## src/verilog/deac_map.svh

```systemverilog
// Register offsets, field positions, key values and reset values.
`ifndef DEAC_MAP_SVH
`define DEAC_MAP_SVH

// ----------------------------------------------------------------------
// Register offsets
// ----------------------------------------------------------------------
`define DEAC_ADDR_W 9
`define DEAC_OFS_DATA 9'h10C
`define DEAC_OFS_ADDR 9'h10D
`define DEAC_OFS_IRQ 9'h10E
`define DEAC_OFS_CTRL 9'h18C
`define DEAC_OFS_UNLOCK 9'h18D

// ----------------------------------------------------------------------
// Control and interrupt register fields
// ----------------------------------------------------------------------
`define DEAC_BIT_SEL 7
`define DEAC_BIT_ABORT 3
`define DEAC_BIT_PERMIT 2
`define DEAC_BIT_WR 1
`define DEAC_BIT_RD 0
`define DEAC_BIT_IRQ 0

// ----------------------------------------------------------------------
// Unlock keys and reset values
// ----------------------------------------------------------------------
`define DEAC_KEY_FIRST 8'h55
`define DEAC_KEY_SECOND 8'hAA
`define DEAC_BYTE_ZERO 8'h00
`define DEAC_RST_BIT 1'b0
`define DEAC_WRITE_CYCLES 64

`endif

```

## src/verilog/deac_pkg.sv

```systemverilog
// Types shared by the nonvolatile access control block.
package deac_pkg;

  // ----------------------------------------------------------------------
  // Register port request
  // ----------------------------------------------------------------------
  typedef struct packed {
    logic [8:0] addr;
    logic [7:0] wdata;
    logic we;
    logic re;
  } deac_req_s;

  // ----------------------------------------------------------------------
  // Unlock sequence tracker, Gray coded
  // ----------------------------------------------------------------------
  typedef enum logic [1:0] {
    DEAC_UNL_IDLE = 2'h0,
    DEAC_UNL_GOT_FIRST = 2'h1,
    DEAC_UNL_ARMED = 2'h3
  } deac_unlock_e;

endpackage

```

## src/verilog/deac_ctrl.sv

```systemverilog
// Nonvolatile memory access control: registers, unlock and write timer.
`timescale 1ns/10ps
`include "deac_map.svh"

module deac_ctrl
  import deac_pkg::*;
#(
  parameter int DEPTH = 256,
  parameter int WRITE_CYCLES = `DEAC_WRITE_CYCLES
) (
  input wire logic ref_clk,
  input wire logic rst_n,
  input wire logic warm_reset_n,
  input wire deac_req_s bus_req,
  output logic [7:0] bus_rdata,
  output logic write_done_irq_flag
);

  // ----------------------------------------------------------------------
  // State
  // ----------------------------------------------------------------------
  localparam logic [15:0] LAST_CNT = 16'(WRITE_CYCLES - 1);

  logic [7:0] mem [0:DEPTH-1];
  logic [2:0] warm_sync_r;
  logic warm_lvl_r, warm_lvl_nxt;
  logic sel_r, sel_nxt;
  logic abort_r, abort_nxt;
  logic permit_r, permit_nxt;
  logic wr_r, wr_nxt;
  logic rd_r, rd_nxt;
  logic irq_r, irq_nxt;
  logic [7:0] addr_r, addr_nxt;
  logic [7:0] data_r, data_nxt;
  logic [15:0] cnt_r, cnt_nxt;
  logic [7:0] rdata_nxt;
  deac_unlock_e unl_r, unl_nxt;
  logic ctrl_wr, unl_wr, data_wr, rd_req, start, done, mem_we;
  logic [7:0] mem_rd_val;

  function automatic logic hit(input deac_req_s r, input logic [8:0] ofs);
    hit = (r.addr == ofs);
  endfunction

  assign mem_rd_val = mem[addr_r];

  // ----------------------------------------------------------------------
  // Warm reset pin filter
  // ----------------------------------------------------------------------
  // The pin is asynchronous; a new level counts once two stages agree.
  always_comb begin
    warm_lvl_nxt = warm_lvl_r;
    if (warm_sync_r[1] == warm_sync_r[2]) begin
      warm_lvl_nxt = warm_sync_r[2];
    end
  end

  always_ff @(posedge ref_clk) begin
    if (!rst_n) begin
      warm_sync_r <= 3'h7;
      warm_lvl_r <= 1'b1;
    end else begin
      warm_sync_r <= {warm_sync_r[1:0], warm_reset_n};
      warm_lvl_r <= warm_lvl_nxt;
    end
  end

  // ----------------------------------------------------------------------
  // Register file, unlock and write timer
  // ----------------------------------------------------------------------
  always_comb begin
    ctrl_wr = bus_req.we && hit(bus_req, `DEAC_OFS_CTRL);
    unl_wr = bus_req.we && hit(bus_req, `DEAC_OFS_UNLOCK);
    data_wr = bus_req.we && hit(bus_req, `DEAC_OFS_DATA);
    // The permit bit is taken before this write, so setting both at once
    // cannot start a write.
    start = ctrl_wr && bus_req.wdata[`DEAC_BIT_WR] && permit_r && !wr_r &&
            (unl_r == DEAC_UNL_ARMED) && warm_lvl_r;
    done = wr_r && (cnt_r == LAST_CNT);
    rd_req = ctrl_wr && bus_req.wdata[`DEAC_BIT_RD] && !rd_r;
    sel_nxt = sel_r;
    abort_nxt = abort_r;
    permit_nxt = permit_r;
    wr_nxt = wr_r;
    rd_nxt = 1'b0;
    irq_nxt = irq_r;
    addr_nxt = addr_r;
    data_nxt = data_r;
    cnt_nxt = cnt_r;
    unl_nxt = unl_r;
    mem_we = 1'b0;
    // Any other write breaks the unlock sequence.
    if (bus_req.we) begin
      unl_nxt = DEAC_UNL_IDLE;
      if (unl_wr && bus_req.wdata == `DEAC_KEY_FIRST) begin
        unl_nxt = DEAC_UNL_GOT_FIRST;
      end
      if (unl_wr && bus_req.wdata == `DEAC_KEY_SECOND &&
          unl_r == DEAC_UNL_GOT_FIRST) begin
        unl_nxt = DEAC_UNL_ARMED;
      end
    end
    if (ctrl_wr) begin
      sel_nxt = bus_req.wdata[`DEAC_BIT_SEL];
      abort_nxt = bus_req.wdata[`DEAC_BIT_ABORT];
      permit_nxt = bus_req.wdata[`DEAC_BIT_PERMIT];
    end
    if (bus_req.we && hit(bus_req, `DEAC_OFS_ADDR)) begin
      addr_nxt = bus_req.wdata;
    end
    if (data_wr) begin
      data_nxt = bus_req.wdata;
    end
    if (bus_req.we && hit(bus_req, `DEAC_OFS_IRQ) &&
        !bus_req.wdata[`DEAC_BIT_IRQ]) begin
      irq_nxt = 1'b0;
    end
    if (rd_req) begin
      rd_nxt = 1'b1;
      // Program memory reads are served outside; data stays untouched.
      if (!sel_nxt) begin
        data_nxt = mem_rd_val;
      end
    end
    if (start) begin
      wr_nxt = 1'b1;
      cnt_nxt = 16'h0000;
    end else if (wr_r) begin
      cnt_nxt = cnt_r + 16'h0001;
    end
    if (done) begin
      wr_nxt = 1'b0;
      irq_nxt = 1'b1;
      abort_nxt = 1'b0;
      mem_we = !sel_r;
    end
    if (!warm_lvl_r) begin
      // Address, data and select survive a warm reset so software can
      // retry the interrupted location.
      abort_nxt = abort_r | wr_r;
      permit_nxt = 1'b0;
      wr_nxt = 1'b0;
      rd_nxt = 1'b0;
      mem_we = 1'b0;
      unl_nxt = DEAC_UNL_IDLE;
    end
  end

  always_ff @(posedge ref_clk) begin
    if (!rst_n) begin
      sel_r <= `DEAC_RST_BIT;
      abort_r <= `DEAC_RST_BIT;
      permit_r <= `DEAC_RST_BIT;
      wr_r <= `DEAC_RST_BIT;
      rd_r <= `DEAC_RST_BIT;
      irq_r <= `DEAC_RST_BIT;
      addr_r <= `DEAC_BYTE_ZERO;
      data_r <= `DEAC_BYTE_ZERO;
      cnt_r <= 16'h0000;
      unl_r <= DEAC_UNL_IDLE;
    end else begin
      sel_r <= sel_nxt;
      abort_r <= abort_nxt;
      permit_r <= permit_nxt;
      wr_r <= wr_nxt;
      rd_r <= rd_nxt;
      irq_r <= irq_nxt;
      addr_r <= addr_nxt;
      data_r <= data_nxt;
      cnt_r <= cnt_nxt;
      unl_r <= unl_nxt;
    end
  end

  // The array has no reset; its contents are nonvolatile by intent.
  always_ff @(posedge ref_clk) begin
    if (mem_we) begin
      mem[addr_r] <= data_r;
    end
  end

  // ----------------------------------------------------------------------
  // Read port
  // ----------------------------------------------------------------------
  always_comb begin
    rdata_nxt = `DEAC_BYTE_ZERO;
    if (bus_req.re) begin
      unique case (bus_req.addr)
        `DEAC_OFS_CTRL:
          rdata_nxt = {sel_r, 3'h0, abort_r, permit_r, wr_r, rd_r};
        `DEAC_OFS_DATA: rdata_nxt = data_r;
        `DEAC_OFS_ADDR: rdata_nxt = addr_r;
        `DEAC_OFS_IRQ: rdata_nxt = {7'h00, irq_r};
        default: rdata_nxt = `DEAC_BYTE_ZERO;
      endcase
    end
  end

  always_ff @(posedge ref_clk) begin
    if (!rst_n) begin
      bus_rdata <= `DEAC_BYTE_ZERO;
      write_done_irq_flag <= `DEAC_RST_BIT;
    end else begin
      bus_rdata <= rdata_nxt;
      write_done_irq_flag <= irq_nxt;
    end
  end
endmodule

```

## config.mk

```make
export PLATFORM = sky130hd
export DESIGN_NAME = deac_ctrl
export DESIGN_NICKNAME = d
export VERILOG_FILES = /design/src/verilog/deac_pkg.sv /design/src/verilog/deac_ctrl.sv
export VERILOG_INCLUDE_DIRS = /design/src /design/src/verilog
export SDC_FILE = /design/constraint.sdc
export NUM_CORES = 2
export LEC_CHECK = 0
export BUFFER_PORTS_ARGS = -buffer_cell sky130_fd_sc_hd__buf_2
export CELL_PAD_IN_SITES_DETAIL_PLACEMENT = 1
export CELL_PAD_IN_SITES_GLOBAL_PLACEMENT = 1
export CORE_ASPECT_RATIO = 0.75
export CORE_MARGIN = 2
export CORE_UTILIZATION = 50
export DETAILED_ROUTE_END_ITERATION = 10
export PLACE_DENSITY = 0.76
export SETUP_SLACK_MARGIN = 0.2
export SLEW_MARGIN = 20
export SYNTH_ARGS = -nofsm -noshare
export SYNTH_HDL_FRONTEND = slang
export SYNTH_SLANG_ARGS = --single-unit
```

## constraint.sdc

```tcl
create_clock -name ref_clk -period 4.4 [get_ports ref_clk]
set_input_delay 0.88 -clock ref_clk [delete_from_list [all_inputs] [get_ports ref_clk]]
set_output_delay 0.88 -clock ref_clk [all_outputs]
set_load 0.01 [all_outputs]
```

After elaboration in Yosys (flattened, before gate mapping)
Memories as Yosys holds them, arrays and structs flattened. A register that Yosys moved wholly into a read port is not among the register bits.
Cells that the tools add are included.
Widths: inputs -> output; s select.
{"block": "totals", "regBits": 52, "latchBits": 0, "ramBits": 2048, "romBits": 0, "in_bits": 22, "output_inout_bits": 9, "elab_cells": 75, "mem_count": 1}
{"memory": "mem", "words": 256, "width": 8, "rd": 1, "rd_clocked_by_memory_dff": 1, "wr": 1, "line": "deac_ctrl.sv:24", "source": "logic [7:0] mem [0:DEPTH-1];"}
{"block": "op_classes", "add_sub_neg": 1, "n_mul": 0, "div_mod_pow": 0, "n_lt_le_gt_ge": 0, "eq_ne": 12, "n_shift": 0, "muxes": 19, "n_bitwise": 3, "reduce_logical": 26}
{"op": "$eq 9x9->1 const B", "n": 5}
{"op": "$mux 8", "n": 5}
{"op": "$pmux 8 s4", "n": 1}
{"op": "$logic_and 1x1->1", "n": 17}
{"op": "$add 16x1->16 const B", "n": 1}
{"op": "$eq 16x6->1 const B", "n": 1}
{"op": "$mux 1", "n": 12}
{"op": "$eq 8x7->1 const B", "n": 1}
{"op": "$eq 8x8->1 const B", "n": 1}
{"op": "$logic_not 1->1", "n": 4}
{"op": "$reduce_and 2->1", "n": 2}
{"op": "$ne 3x1->1 const B", "n": 1}
{"op": "$reduce_or 3->1", "n": 1}
{"op": "$eq 2x1->1 const B", "n": 1}
{"op": "$eq 2x2->1 const B", "n": 1}
{"op": "$mux 2", "n": 1}
{"op": "$not 1->1", "n": 2}
{"op": "$reduce_bool 2->1", "n": 1}
{"op": "$reduce_or 2->1", "n": 1}
{"op": "$eq 1x1->1", "n": 1}
{"op": "$or 1x1->1", "n": 1}

Logic depth before layout (Yosys ltp)
{"block": "logic_depth", "word_depth": 8, "ltp_mapped": 12, "depth_no_buf": 7}

Least setup slack after synthesis
Ideal clock, no wire load.
{"block": "synth_timing", "path_kind": "reg2reg", "from": "register data_r[0]", "to": "memory mem[0][0], data pin", "setup_time_ns": 0.859, "arrival_ns": 3.412, "setup_slack_ns": 0.129, "stages_incl_launch_ff": 1, "path_buffers": 0, "period_less_slack_ns": 4.271, "cell_sequence": "dfxtp_1"}
{"item": "start, declared", "line": "deac_ctrl.sv:34", "source": "logic [7:0] data_r, data_nxt;"}
{"item": "start signal, assigned", "line": "deac_ctrl.sv:158", "source": "data_r <= `DEAC_BYTE_ZERO;"}
{"item": "start signal, assigned", "line": "deac_ctrl.sv:169", "source": "data_r <= data_nxt;"}
{"item": "end, declared", "line": "deac_ctrl.sv:24"}
Straight into the memory's write port.

==> results.json <==
{
  "crit_end": "data_r[5]",
  "coreArea_sq_um": 164000,
  "finalNetCount": 4590,
  "ir_worst_vdd_uv": 358,
  "critPathRequiredTime_ns": 5.12,
  "powerDensity_nw_per_um2": 419,
  "firstDrtPassIters": 5,
  "cp-end-kind": "flop",
  "syn2layout_area_growth_pct": 13.2,
  "cts_buffers": 193,
  "start_util_pct": 50.2,
  "netlist.area_leader.share_pct": 74.5,
  "p_switching_w": 0.00761,
  "cts_hold_buf": 0,
  "grt.overflow.total": 0,
  "die-area_sq_um": 168000,
  "grt_util_all_layers_pct": 27.9,
  "power_leakage_nw": 23.6,
  "yosysUniqueCellTypes": 67,
  "grt_pass1_wl_microns": 336000,
  "yosysTopAreaCell": "edfxtp_1",
  "die_y_microns": 356,
  "cts.sinks": 2108,
  "cts_tree": "built",
  "intPower_w": 0.0316,
  "yosysMostFrequentCell": "edfxtp_1",
  "dr.first_iter.drc_count": 5910,
  "ant_nets": 0,
  "synth_area_per_cell_sq_um": 19.2,
  "status": "completed",
  "clkTransAtPathRegs_ns": 0.07,
  "syn_nets": 4311,
  "vias_per_cell": 6.48,
  "crit_chain": "or4bb_1 > o22a_1 > o221ai_1 > nor3_1 > nand4b_1 > a211oi_1 > a31oi_1",
  "grt_pass1_vias": 46000,
  "cts-resized-gates": 0,
  "async_flop_share_pct": 0,
  "setup_tns_ns": 0,
  "rows": 129,
  "hpwlAfterDp_microns": 147000,
  "slew_violations": 0,
  "maxCapViolCount": 0,
  "p_sw_share_pct": 19.4,
  "ys_warn_count": 0,
  "fmax_ghz": 0.254,
  "die_width_microns": 473,
  "wire_per_inst_microns": 33.9,
  "grt_max_degree": 145,
  "antenna_found_initial": 10,
  "gp_congestion": 0.877,
  "finClkSkew_ns": 0.0401,
  "vias": 44700,
  "combPwrFrac_pct": 0.2,
  "totalWireLength_microns": 233000,
  "rsz0062_at_grt": "false",
  "synth-edff-count": 2048,
  "power_w": 0.0392,
  "rrSetupSlack_ns": 0.46,
  "clockBufferDepth": 3,
  "crit_arrival_ns": 4.67,
  "htreeDepth": 4,
  "hold_path_class": "in -> reg",
  "rr_endpoint": "data_r[5]",
  "whs_ns": 0.296,
  "syn_area_sq_um": 82500,
  "pwr-share-seq_pct": 55.3,
  "worstMarginPinSlew_ns": 1.13,
  "clock_power_share_pct": 44.5,
  "reg2reg_depth": 7,
  "synthTopCellsByArea": "edfxtp_1 75%, mux4_2 8.7%, mux2i_1 5.3%",
  "period_share_pct": 89.6,
  "setup_violations": 0,
  "netlist_top_cells_count": "2048 x edfxtp_1, 433 x mux2i_1, 324 x nor2_1, 317 x mux4_2, 206 x nand2_1",
  "insertion_delay_ns": 0.85,
  "utilization_pct": 56.8,
  "critPathSlowestCell": "dfxtp_4",
  "synth_flop_cell": "edfxtp_1",
  "drive_above_1_share_pct": 21.7,
  "worst_hold_startpoint": "warm_reset_n",
  "slew_headroom_pct": 24.4,
  "synth_cells": 4288,
  "num_io_pins": 31,
  "post-route-drc-count": 0,
  "finalHoldViolCount": 0,
  "slowest_delay_ns": 0.91,
  "cp_max_fo": 33,
  "io_buffers": 30,
  "ys_ff_latch": 2108,
  "period_minus_slack_ns": 3.94,
  "start_kind": "flop",
  "post-cts-setup-buffers": 0,
  "cts-root-buf": "clkbuf_16",
  "crit_type": "reg -> reg",
  "yosysSeqAreaShare_pct": 76.0
}
-- state kept, by name (all words and copies together), names as in the netlist, named ones only --
register             count
permit_r                 1
bus_rdata                8
warm_lvl_r               1
addr_r                   8
warm_sync_r              3
abort_r                  1
wr_r                     1
data_r                   8
mem                   2048
sel_r                    1
rd_r                     1
cnt_r                   16
unl_r                    2
write_done_irq_flag      1
-- layout by cell type, fill, tap and decap left out, types with 26 or more instances in the layout --
master	count
a22oi_1	108
clkbuf_16	197
clkinv_2	37
mux2i_1	433
nand2_1	205
edfxtp_1	2048
buf_2	30
mux4_2	317
nor2_1	322
bufinv_16	26
mux2_2	31
buf_12	42
a21oi_1	30
clkbuf_1	31
nand3_1	45
nand4_1	29
a221oi_1	87
buf_4	268
o21ai_0	33
clkinv_1	38
nor2b_1	28
dfxtp_1	46
-- per-stage QoR --
stage / area [sq um] / std cells / setup WS, ns
after floorplan: 82500 / 4288 / 1.69
after global placement: 86900 / 6532 / 0.640
after detailed placement: 86900 / 6532 / 0.574
after CTS: 93400 / 6890 / 0.564
after global routing: 93400 / 6893 / 0.376
final: 93400 / 6896 / 0.458
-- power groups by stage --
stage | Clock [W] | Sequential (W) | Combinational, W
6_report | 0.0174 | 0.0217 | 0.0000704
5_1_grt | 0.0182 | 0.0217 | 0.0000714
4_1_cts | 0.0176 | 0.0217 | 0.0000694
3_5_place_dp | 0 | 0.0221 | 0.0000690
3_3_place_gp | 0 | 0.0221 | 0.0000670
2_1_floorplan | 0 | 0.0221 | 0.0000244
-- metal layers --
metal  part of all wire (%)  GRT usage (%)  vias up
met2                     47           43.4     2513
met5                  0.012              0        -
li1                       -              -    18000
met1                     40           39.9    23800
met3                    9.1           5.01      415
met4                    3.5           9.96        4
-- final cells by class --
cell class	count	area (sq um)
fill	14200	71100
sequential	2108	62700
multi-input combinational	1910	18400
clock buffer	236	5160
timing repair buffer	341	3030
tap	2161	2700
clock inverter	122	1340
inverter	13	48.8
antenna	5	12.5
-- worst min-delay path by stage --
stage	to	cells past startpoint
6_report	warm_sync_r[0]	2
5_1_grt	warm_sync_r[0]	2
4_1_cts	warm_sync_r[0]	2
3_5_place_dp	warm_sync_r[1]	1
3_3_place_gp	warm_sync_r[1]	1
2_1_floorplan	warm_sync_r[1]	1
-- critical path, delay by kind of cell (launching register included) --
family             cells  cell delay (ns)
AOI/OAI and AO/OA      4             0.97
DFF                    1             0.91
and+or+nand+nor        3             1.90
-- kinds of logic (layout without fill, tap and decap cells) --
family | after synthesis | count (layout) | share of synthesized area, %
flip-flops | 2108 | 2108 | 76.0
multiplexers | 789 | 789 | 14.6
AND/OR/NAND/NOR | 715 | 715 | 3.87
AO/OA/AOI/OAI | 390 | 390 | 3.55
buffers and inverters | 270 | 712 | 1.83
XOR/XNOR | 15 | 15 | 0.159
adder cells (fa/ha/maj) | 1 | 1 | 0.0152
other | 0 | 5 | 0
(Power assumes the default switching activity.)
